[src/common/servo_consts.svh]
`ifndef SERVO_CONSTS_SVH
`define SERVO_CONSTS_SVH
// Clock rate and times
`define CLK_KHZ 10000
`define TRK_HOLD_MS 50
`define HOLD_CYCLES (`TRK_HOLD_MS * `CLK_KHZ)
`define CTRL_DIV 16
// Host command codes
`define CMD_SPINDLE 3'h1
`define CMD_FOCUS_SEARCH 3'h2
`define CMD_FOCUS_OFF 3'h3
`define CMD_JUMP 3'h4
`define CMD_BRAKE_LEN 3'h5
// Command argument fields
`define ARG_DIR_BIT 7
`define ARG_SEL_LSB 0
`define BRAKE_LEN_RST 8'h20
// Drive levels
`define SEARCH_STEP 12'sh004
`define SEARCH_LIMIT 12'sh400
`define JUMP_KICK 12'sh300
`define BRAKE_DRIVE 12'sh200
`define SPIN_KICK 12'sh7ff
`define SPIN_OFFSET 12'sh100
`define SPIN_BRAKE 12'sh800
`define ROUGH_HIGH 12'sh400
`define ROUGH_LOW 12'shc00
// Carriage path
`define LPF_SHIFT 4
`define CARR_GAIN_SHIFT 2
`define CARR_THRESH 16'h0200
// Demodulator figures
`define SYNC_PERIOD 16
`define SYNC_MISS_MAX 8
`define RUN_WINDOW 8'hff
`define SLOW_RUN 8'h40
`define NOMINAL_RUN 8'h20
`endif

[src/common/servo_pkg.sv]
package servo_pkg;
	typedef logic signed [11:0] drive_t;
	typedef enum logic [2:0] {SP_STOP, SP_KICK, SP_OFFSET, SP_APPLIC,
		SP_BRAKE, SP_ROUGH} spindle_mode_t;
	typedef enum logic [1:0] {FOC_IDLE, FOC_SEARCH, FOC_CLOSED
		} focus_state_t;
	typedef enum logic [1:0] {JMP_IDLE, JMP_RUN, JMP_BRAKE, JMP_HOLD
		} jump_state_t;
endpackage

[src/common/sync_if.sv]
`timescale 1ns/100ps
interface sync_if;
	logic sampleTick;
	logic match;
	logic locked;
	modport mon (output sampleTick, output match, output locked);
	modport seq (input sampleTick, input match, input locked);
endinterface

[src/frame_sync_monitor.sv]
`timescale 1ns/100ps
`include "servo_consts.svh"
module frame_sync_monitor
	import servo_pkg::*;
(
	// Clock and reset
	input  wire logic core_clk,
	input  wire logic rst_n,
	// Demodulator inputs
	input  wire logic writeFrameClock,
	input  wire logic frameSyncIn,
	input  wire logic frameCountIn,
	// Result toward the sequencer
	sync_if.mon       sync
);
	logic       wfcPrev_q, wfcPrev_d;
	logic [3:0] divCnt_q, divCnt_d;
	logic [3:0] miss_q, miss_d;
	logic       match_q, match_d;
	logic       tick_q, tick_d;
	logic       wfcEdge;

	// Compare once per sixteen frame clocks, count runs of misses
	always_comb
	begin
		wfcEdge = writeFrameClock && !wfcPrev_q;
		wfcPrev_d = writeFrameClock;
		divCnt_d = divCnt_q;
		miss_d = miss_q;
		match_d = match_q;
		tick_d = 1'b0;
		if (wfcEdge)
		begin
			divCnt_d = divCnt_q + 4'h1;
			if (divCnt_q == 4'(`SYNC_PERIOD - 1))
			begin
				tick_d = 1'b1;
				match_d = (frameSyncIn == frameCountIn);
				if (match_d)
					miss_d = 4'h0;
				else if (miss_q < 4'(`SYNC_MISS_MAX))
					miss_d = miss_q + 4'h1;
			end
		end
	end

	always_ff @(posedge core_clk)
	begin
		if (!rst_n)
		begin
			wfcPrev_q <= 1'b0;
			divCnt_q <= 4'h0;
			miss_q <= 4'h0;
			match_q <= 1'b1;
			tick_q <= 1'b0;
		end
		else
		begin
			wfcPrev_q <= wfcPrev_d;
			divCnt_q <= divCnt_d;
			miss_q <= miss_d;
			match_q <= match_d;
			tick_q <= tick_d;
		end
	end

	// Lock holds until eight misses in a row
	assign sync.sampleTick = tick_q;
	assign sync.match = match_q;
	assign sync.locked = (miss_q < 4'(`SYNC_MISS_MAX));
endmodule

[src/optical_disc_servo_sequencer.sv]
// Behaviour
// - Triangle focus search while spindle kicked.
// - Close focus: approaching, reflection present, zero-cross latched.
// - Focus-closed output falls on close.
// - Automatic jumps of 1,4,10,32,32x3 tracks.
// - Preset half distance, count zero-crosses down.
// - Count done: commanded brake pulse, close tracking.
// - Tracking brake and gain boost 50 ms.
// - Brake drives only against lens slip.
// - Carriage: low-pass tracking, fixed gain.
// - Carriage drive only above threshold.
// - Kick mode accelerates disc.
// - Offset mode holds speed, incl. focus loss.
// - Frame sync compared every sixteen frame clocks.
// - Lock lost only after eight misses.
// - Applicable mode picks locked or regular servo.
// - Brake mode flags slow rotation by run.
// - Stop mode drives spindle to zero.
// - Rough servo: run length gives high/low.
// - Off-track indicator low on track.
`timescale 1ns/100ps
`include "servo_consts.svh"
module optical_disc_servo_sequencer
	import servo_pkg::*;
#(
	parameter int HOLD_CYCLES = `HOLD_CYCLES
)
(
	// Clock and reset
	input  wire logic        core_clk,
	input  wire logic        rst_n,
	// Host command
	input  wire logic        cmdValid,
	input  wire logic [2:0]  cmdCode,
	input  wire logic [7:0]  cmdArg,
	output logic             cmdReady,
	// Focus sensing
	input  wire drive_t      focusError,
	input  wire drive_t      focusZeroThreshold,
	input  wire logic        reflectPresentFlag,
	// Tracking sensing
	input  wire logic        trackZeroCross,
	input  wire logic        offTrackIndicator,
	input  wire drive_t      trackingEqOut,
	// Demodulator
	input  wire logic        writeFrameClock,
	input  wire logic        frameSyncIn,
	input  wire logic        frameCountIn,
	input  wire logic        efmBit,
	input  wire drive_t      spinErrLocked,
	input  wire drive_t      spinErrRegular,
	// Focus outputs
	output drive_t           focusDrive,
	output logic             focusLoopOn,
	output logic             focusClosed_n,
	// Tracking outputs
	output drive_t           trackDrive,
	output logic             trackLoopOn,
	output logic             trackGainBoost,
	output logic             jumpBusy,
	// Carriage and spindle outputs
	output drive_t           carriageDrive,
	output drive_t           spindleDrive,
	output spindle_mode_t    spindleModeOut,
	output logic             frameSyncLocked,
	output logic             slowRotationFlag
);
	localparam int TW = $clog2(HOLD_CYCLES + 1);

	if (HOLD_CYCLES < 256)
		$error("HOLD_CYCLES must cover a brake pulse of 255");

	sync_if sync ();

	frame_sync_monitor fsm_u (
		.core_clk        (core_clk),
		.rst_n           (rst_n),
		.writeFrameClock (writeFrameClock),
		.frameSyncIn     (frameSyncIn),
		.frameCountIn    (frameCountIn),
		.sync            (sync.mon)
	);

	// Half of the requested distance, rounded up
	function automatic logic [5:0] presetFor(input logic [2:0] sel);
		case (sel)
			3'h0: presetFor = 6'h01;
			3'h1: presetFor = 6'h02;
			3'h2: presetFor = 6'h05;
			default: presetFor = 6'h10;
		endcase
	endfunction

	// Clamp a wide value into the drive range
	function automatic drive_t sat(input logic signed [15:0] v);
		if (v > 16'sh07ff)
			sat = 12'sh7ff;
		else if (v < -16'sh0800)
			sat = 12'sh800;
		else
			sat = v[11:0];
	endfunction

	// State
	logic [3:0]          ctrlCnt_q, ctrlCnt_d;
	logic                pend_q, pend_d;
	logic [2:0]          pCode_q, pCode_d;
	logic [7:0]          pArg_q, pArg_d;
	logic [7:0]          brakeLen_q, brakeLen_d;
	focus_state_t        focState_q, focState_d;
	drive_t              search_q, search_d;
	logic                searchUp_q, searchUp_d;
	logic                fzLatch_q, fzLatch_d;
	logic                feAbove_q, feAbove_d;
	jump_state_t         jmpState_q, jmpState_d;
	logic [5:0]          jumpCnt_q, jumpCnt_d;
	logic [1:0]          repLeft_q, repLeft_d;
	logic [TW-1:0]       timer_q, timer_d;
	logic                jumpRev_q, jumpRev_d;
	logic                tzcPrev_q, tzcPrev_d;
	logic                slipFwd_q, slipFwd_d;
	logic signed [15:0]  lpf_q, lpf_d;
	spindle_mode_t       cmdMode_q, cmdMode_d;
	logic                efmPrev_q, efmPrev_d;
	logic [7:0]          runCnt_q, runCnt_d;
	logic [7:0]          winMax_q, winMax_d;
	logic [7:0]          winCnt_q, winCnt_d;
	logic [7:0]          longest_q, longest_d;
	logic                slow_q, slow_d;
	drive_t              focDrv_d, trkDrv_d, carDrv_d, spnDrv_d;
	logic                boost_d;
	// Combinational helpers
	logic                ctrlTick, apply, tzcEdge, closeNow;
	logic signed [15:0]  carrEq, carrAbs;
	spindle_mode_t       effMode;

	// Only one command waits for the next boundary
	assign cmdReady = !pend_q;
	assign ctrlTick = (ctrlCnt_q == 4'(`CTRL_DIV - 1));
	assign apply = pend_q && ctrlTick;
	assign tzcEdge = trackZeroCross && !tzcPrev_q;

	// Command latch and control-cycle divider
	always_comb
	begin
		ctrlCnt_d = ctrlCnt_q + 4'h1;
		pend_d = pend_q;
		pCode_d = pCode_q;
		pArg_d = pArg_q;
		brakeLen_d = brakeLen_q;
		cmdMode_d = cmdMode_q;
		if (apply)
		begin
			pend_d = 1'b0;
			if (pCode_q == `CMD_SPINDLE && pArg_q[2:0] <= 3'h5)
				cmdMode_d = spindle_mode_t'(pArg_q[2:0]);
			if (pCode_q == `CMD_BRAKE_LEN && pArg_q != 8'h00)
				brakeLen_d = pArg_q;
		end
		if (cmdValid && cmdReady)
		begin
			pend_d = 1'b1;
			pCode_d = cmdCode;
			pArg_d = cmdArg;
		end
	end

	// Focus search ramp and close detection
	always_comb
	begin
		focState_d = focState_q;
		search_d = search_q;
		searchUp_d = searchUp_q;
		fzLatch_d = fzLatch_q;
		feAbove_d = (focusError >= focusZeroThreshold);
		focDrv_d = 12'sh000;
		closeNow = searchUp_q && reflectPresentFlag && fzLatch_q;
		case (focState_q)
			FOC_IDLE:
				if (apply && pCode_q == `CMD_FOCUS_SEARCH)
				begin
					focState_d = FOC_SEARCH;
					search_d = 12'sh000;
					searchUp_d = 1'b1;
					fzLatch_d = 1'b0;
				end
			FOC_SEARCH:
			begin
				// Triangle sweep, bounce at the limits
				if (searchUp_q)
					search_d = search_q + `SEARCH_STEP;
				else
					search_d = search_q - `SEARCH_STEP;
				if (search_q >= `SEARCH_LIMIT)
					searchUp_d = 1'b0;
				else if (search_q <= -`SEARCH_LIMIT)
					searchUp_d = 1'b1;
				// Latch only on a fresh threshold crossing
				if (feAbove_d && !feAbove_q)
					fzLatch_d = 1'b1;
				focDrv_d = search_d;
				if (closeNow)
					focState_d = FOC_CLOSED;
			end
			FOC_CLOSED:
				if (apply && pCode_q == `CMD_FOCUS_OFF)
					focState_d = FOC_IDLE;
			default:
				focState_d = FOC_IDLE;
		endcase
		if (focState_q != FOC_IDLE && apply && pCode_q == `CMD_FOCUS_OFF)
			focState_d = FOC_IDLE;
	end

	// Jump sequencer with brake pulse and hold
	always_comb
	begin
		jmpState_d = jmpState_q;
		jumpCnt_d = jumpCnt_q;
		repLeft_d = repLeft_q;
		timer_d = timer_q;
		jumpRev_d = jumpRev_q;
		tzcPrev_d = trackZeroCross;
		slipFwd_d = slipFwd_q;
		trkDrv_d = 12'sh000;
		if (tzcEdge)
			slipFwd_d = offTrackIndicator;
		case (jmpState_q)
			JMP_IDLE, JMP_HOLD:
			begin
				if (jmpState_q == JMP_HOLD)
				begin
					// Oppose slip only while between tracks
					if (offTrackIndicator)
						trkDrv_d = slipFwd_q ? -`BRAKE_DRIVE
							: `BRAKE_DRIVE;
					timer_d = timer_q - TW'(1);
					if (timer_q == TW'(1))
						jmpState_d = JMP_IDLE;
				end
				if (apply && pCode_q == `CMD_JUMP
					&& pArg_q[2:0] <= 3'h4)
				begin
					jmpState_d = JMP_RUN;
					jumpCnt_d = presetFor(pArg_q[2:0]);
					repLeft_d = (pArg_q[2:0] == 3'h4) ? 2'h2 : 2'h0;
					jumpRev_d = pArg_q[`ARG_DIR_BIT];
				end
			end
			JMP_RUN:
			begin
				trkDrv_d = jumpRev_q ? -`JUMP_KICK : `JUMP_KICK;
				if (tzcEdge)
				begin
					jumpCnt_d = jumpCnt_q - 6'h01;
					if (jumpCnt_q == 6'h01)
					begin
						jmpState_d = JMP_BRAKE;
						timer_d = TW'(brakeLen_q);
					end
				end
			end
			JMP_BRAKE:
			begin
				trkDrv_d = jumpRev_q ? `BRAKE_DRIVE : -`BRAKE_DRIVE;
				timer_d = timer_q - TW'(1);
				if (timer_q == TW'(1))
				begin
					if (repLeft_q != 2'h0)
					begin
						// Next leg of the triple 32-track jump
						jmpState_d = JMP_RUN;
						jumpCnt_d = presetFor(3'h3);
						repLeft_d = repLeft_q - 2'h1;
					end
					else
					begin
						jmpState_d = JMP_HOLD;
						timer_d = TW'(HOLD_CYCLES);
					end
				end
			end
			default:
				jmpState_d = JMP_IDLE;
		endcase
		boost_d = (jmpState_d == JMP_HOLD);
	end

	// Carriage: one-pole low-pass, fixed gain, dead zone
	always_comb
	begin
		lpf_d = lpf_q + ((16'(trackingEqOut) - lpf_q) >>> `LPF_SHIFT);
		carrEq = lpf_q <<< `CARR_GAIN_SHIFT;
		carrAbs = (carrEq < 0) ? -carrEq : carrEq;
		// Below threshold the motor would only stall and burn power
		carDrv_d = (carrAbs > $signed(`CARR_THRESH)) ? sat(carrEq)
			: 12'sh000;
	end

	// Spindle modes and run-length speed estimate
	always_comb
	begin
		effMode = cmdMode_q;
		if (cmdMode_q == SP_APPLIC && focState_q != FOC_CLOSED)
			effMode = SP_OFFSET;
		efmPrev_d = efmBit;
		runCnt_d = (runCnt_q == 8'hff) ? runCnt_q : runCnt_q + 8'h01;
		winMax_d = winMax_q;
		winCnt_d = winCnt_q + 8'h01;
		longest_d = longest_q;
		if (efmBit != efmPrev_q)
		begin
			runCnt_d = 8'h01;
			if (runCnt_q > winMax_q)
				winMax_d = runCnt_q;
		end
		if (winCnt_q == `RUN_WINDOW)
		begin
			// A stalled stream still counts as a long run
			longest_d = (runCnt_q > winMax_d) ? runCnt_q : winMax_d;
			winMax_d = 8'h00;
			winCnt_d = 8'h00;
		end
		slow_d = slow_q;
		if (effMode != SP_BRAKE)
			slow_d = 1'b0;
		if (effMode == SP_BRAKE && longest_q > `SLOW_RUN)
			slow_d = 1'b1;
		case (effMode)
			SP_STOP: spnDrv_d = 12'sh000;
			SP_KICK: spnDrv_d = `SPIN_KICK;
			SP_OFFSET: spnDrv_d = `SPIN_OFFSET;
			SP_APPLIC: spnDrv_d = sync.locked ? spinErrLocked
				: spinErrRegular;
			SP_BRAKE: spnDrv_d = `SPIN_BRAKE;
			SP_ROUGH: spnDrv_d = (longest_q > `NOMINAL_RUN)
				? `ROUGH_HIGH : `ROUGH_LOW;
			default: spnDrv_d = 12'sh000;
		endcase
	end

	// Register all state and data outputs
	always_ff @(posedge core_clk)
	begin
		if (!rst_n)
		begin
			ctrlCnt_q <= 4'h0;
			pend_q <= 1'b0;
			pCode_q <= 3'h0;
			pArg_q <= 8'h00;
			brakeLen_q <= `BRAKE_LEN_RST;
			focState_q <= FOC_IDLE;
			search_q <= 12'sh000;
			searchUp_q <= 1'b1;
			fzLatch_q <= 1'b0;
			feAbove_q <= 1'b0;
			jmpState_q <= JMP_IDLE;
			jumpCnt_q <= 6'h00;
			repLeft_q <= 2'h0;
			timer_q <= '0;
			jumpRev_q <= 1'b0;
			tzcPrev_q <= 1'b0;
			slipFwd_q <= 1'b0;
			lpf_q <= 16'sh0000;
			cmdMode_q <= SP_STOP;
			efmPrev_q <= 1'b0;
			runCnt_q <= 8'h00;
			winMax_q <= 8'h00;
			winCnt_q <= 8'h00;
			longest_q <= 8'h00;
			slow_q <= 1'b0;
			focusDrive <= 12'sh000;
			trackDrive <= 12'sh000;
			carriageDrive <= 12'sh000;
			spindleDrive <= 12'sh000;
			trackGainBoost <= 1'b0;
		end
		else
		begin
			ctrlCnt_q <= ctrlCnt_d;
			pend_q <= pend_d;
			pCode_q <= pCode_d;
			pArg_q <= pArg_d;
			brakeLen_q <= brakeLen_d;
			focState_q <= focState_d;
			search_q <= search_d;
			searchUp_q <= searchUp_d;
			fzLatch_q <= fzLatch_d;
			feAbove_q <= feAbove_d;
			jmpState_q <= jmpState_d;
			jumpCnt_q <= jumpCnt_d;
			repLeft_q <= repLeft_d;
			timer_q <= timer_d;
			jumpRev_q <= jumpRev_d;
			tzcPrev_q <= tzcPrev_d;
			slipFwd_q <= slipFwd_d;
			lpf_q <= lpf_d;
			cmdMode_q <= cmdMode_d;
			efmPrev_q <= efmPrev_d;
			runCnt_q <= runCnt_d;
			winMax_q <= winMax_d;
			winCnt_q <= winCnt_d;
			longest_q <= longest_d;
			slow_q <= slow_d;
			focusDrive <= focDrv_d;
			trackDrive <= trkDrv_d;
			carriageDrive <= carDrv_d;
			spindleDrive <= spnDrv_d;
			trackGainBoost <= boost_d;
		end
	end

	// Status levels straight from state registers
	assign focusClosed_n = (focState_q != FOC_CLOSED);
	assign focusLoopOn = (focState_q == FOC_CLOSED);
	assign trackLoopOn = (jmpState_q == JMP_IDLE || jmpState_q == JMP_HOLD);
	assign jumpBusy = (jmpState_q != JMP_IDLE);
	assign spindleModeOut = cmdMode_q;
	assign frameSyncLocked = sync.locked;
	assign slowRotationFlag = slow_q;
endmodule

[config.mk]
export PLATFORM = sky130hd
export DESIGN_NAME = optical_disc_servo_sequencer
export DESIGN_NICKNAME = d
export VERILOG_FILES = /design/src/common/servo_pkg.sv /design/src/common/sync_if.sv /design/src/frame_sync_monitor.sv /design/src/optical_disc_servo_sequencer.sv
export VERILOG_INCLUDE_DIRS = /design/src /design/src/common
export SDC_FILE = /design/constraint.sdc
export NUM_CORES = 1
export LEC_CHECK = 0
export ABC_AREA = 1
export BUFFER_PORTS_ARGS = -buffer_cell sky130_fd_sc_hd__clkbuf_2
export CELL_PAD_IN_SITES_DETAIL_PLACEMENT = 0
export CELL_PAD_IN_SITES_GLOBAL_PLACEMENT = 2
export CORE_MARGIN = 4
export CORE_UTILIZATION = 35
export CTS_CLUSTER_SIZE = 25
export DETAILED_ROUTE_END_ITERATION = 8
export HOLD_SLACK_MARGIN = 0.05
export PLACE_DENSITY = 0.88
export SLEW_MARGIN = 40
export SYNTH_ARGS = -nofsm -noshare
export SYNTH_HDL_FRONTEND = slang
export SYNTH_HIERARCHICAL = 1
export SYNTH_SLANG_ARGS = --single-unit
export TNS_END_PERCENT = 10
[constraint.sdc]
create_clock -name core_clk -period 4.05 [get_ports core_clk]
set_input_delay 0.6075 -clock core_clk [delete_from_list [all_inputs] [get_ports core_clk]]
set_output_delay 0.6075 -clock core_clk [all_outputs]
set_load 0.005 [all_outputs]
==> run metrics <==
DRC errors left 0; Clk Latency, worst-skew pair 420 ps; effective utilization at floorplan 35.61%; Max Slew Vio Count 0; reg2reg path depth 18; Setup Skew 9.813 ps; CP Class reg2reg; most frequent cells in the layout nand2_1 (253), inv_1 (173), dfxtp_1 (170); Core ar. 0.02793 sq mm; P_int 3730 uW; reg-to-reg critical path endpoint longest_q[1]; Root Buffer clkbuf_16; critical path required time 4360 ps; CTS Hold Bufs 0; postcts setup bufs 0; Reg power frac 32.0%; Warnings, synthesis 6; Die X-Extent 176.6 um; min cycle time layout 3339 ps; final net count 1665; Worst setup startpoint runCnt_q[3]; Worst Setup EP longest_q[1]; clock sinks 170; RSZ-0062 raised after global routing no; DR WL/cell 13.37 um; leakage power 0.005407 uW; Worst-Margin Slew 717.2 ps; area grow syn2layout 16.34%; Max-cap violations 0; 1st-pass router iterations 5; Final setup viols 0; syn_area_per_cell 7.246 sq um; area occupied by multi-input gates 0.005747 sq mm; Total Routing Usage GR 16.30%; register area 0.003403 sq mm; Die Ht 176.6 um; CP Max Fanout 9; fin crit share 82.44%; R2R Setup Slk 710 ps; Clk pin slew, worst setup/hold paths 70 ps; number of CTS-inserted buffers 17; Rel. slew slack 51.96%; crit path capture type register; final global-route overflow total 0; via count 9006; share of cells above drive strength 1 14.93%; Final ANT Viol Nets 0; Fillers 3001; Avg Vias per Cell 4.760; routed wire length 25300 um; Post-DP Area 0.01098 sq mm; # diodes 0; Port Buffer Count 129; Worst VDD drop 0.2536 mV; PwrDens 533.6 mW/mm^2; status finished clean; design area 0.01157 sq mm; row count 61; worst-case clock buffer depth 2; CP arrival 3650 ps; maximum number of pins on one net before global-route repair 77; Clk network pwr share 26.6%; H-tree depth 4; post-cts sizing count 0; final hold violation count 0; IO Pins 140; dpl hpwl 19620 um; Sw Pwr 2446 uW; combinational share of power 41.4%; Syn Inst Count 1373; antenna violations before repair 0; Max Clk Rate 299.5 MHz; Net Sw Frac 39.60%; synthesized cell area 0.009948 sq mm; Iter 0 DRT Violations 418; CTS tree built; Setup Total Neg Slack 0 ps; crit start category register; Hold Crit Class in2reg; commonest non-fill, non-tap cell in the layout nand2_1; full die area 0.03119 sq mm; r2r startpoint runCnt_q[3]; first-pass GRT wire length 42430 um; placer congestion estimate 0.8354; vias in the first global route 8714
[power groups by stage]
stage | clock, uW | sequential [uW] | combinational [uW]
6_report | 1650 | 1980 | 2550
4_1_cts | 1700 | 1980 | 2560
2_1_floorplan | 0 | 1980 | 1980
3_5_place_dp | 0 | 2010 | 2550
3_3_place_gp | 0 | 2010 | 2540
5_1_grt | 1770 | 2000 | 2960
[per-layer routing]
layer	part of all wire (%)	global-route usage, %	routed length (um)	vias to the layer above
li1	-	-	-	4800
met1	50	22.50	12580	4039
met2	45	26.90	11490	144
met3	3.4	2.377	854	23
met4	1.5	4.030	380	0
met5	0	0	0	-
[layout make-up]
type / count / share of cell area, %
inverters: 180 / 5.849
clock inverters: 12 / 1.232
multi-input cells: 1000 / 49.65
well taps: 378 / 4.086
flip-flops and latches: 170 / 29.41
repair buffers: 133 / 5.946
clock buffers: 19 / 3.827
[critical path, cell delays in order, from the launching register on]
cell and delay, ps:
dfxtp_1 400, ha_1 340, nand2_1 80, o21a_1 210, o21ai_2 300, nand2_1 300
nand2_1 150, and2_1 150, ha_1 240, inv_1 60, nor2_1 30, o21ai_0 130
nand2_1 80, nand2_1 70, o211ai_2 170, nand2_1 300, nand3_1 120, nand2_1 70
nand2_1 40
[metrics by stage]
stage	cells	utilization [%]	hold WS, ps	setup slack [ps]	power (uW)
after floorplan	1382	-	417.5	1207	3962
after global routing	1892	41.43	396.2	290.3	6728
after detailed placement	1861	39.32	435.9	724.9	4560
after global placement	1861	39.29	429.3	763.4	4555
after CTS	1892	41.42	369.0	707.4	6242
final	1892	41.43	383.0	711.3	6176
[sequential cells by signal (all words and copies together) (netlist names), 4 cells and up]
| name | cells |
|---|---|
| winMax_q | 8 |
| brakeLen_q | 8 |
| pArg_q | 8 |
| search_q | 10 |
| focusDrive | 10 |
| jumpCnt_q | 6 |
| runCnt_q | 8 |
| ctrlCnt_q | 4 |
| carriageDrive | 11 |
| fsm_u/divCnt_q | 4 |
| winCnt_q | 8 |
| lpf_q | 16 |
| longest_q | 8 |
| timer_q | 19 |
| spindleDrive | 12 |
| fsm_u/miss_q | 4 |
[worst min-delay path by stage]
stage / startpoint / to / depth (start not counted)
after global routing: efmBit / efmPrev_q / 3
after detailed placement: winCnt_q[0] / winCnt_q[0] / 1
after global placement: winCnt_q[0] / winCnt_q[0] / 1
final: trackZeroCross / tzcPrev_q / 3
after CTS: writeFrameClock / fsm_u/wfcPrev_q / 3
after floorplan: ctrlCnt_q[0] / ctrlCnt_q[0] / 1
(Power assumes the default switching activity.)
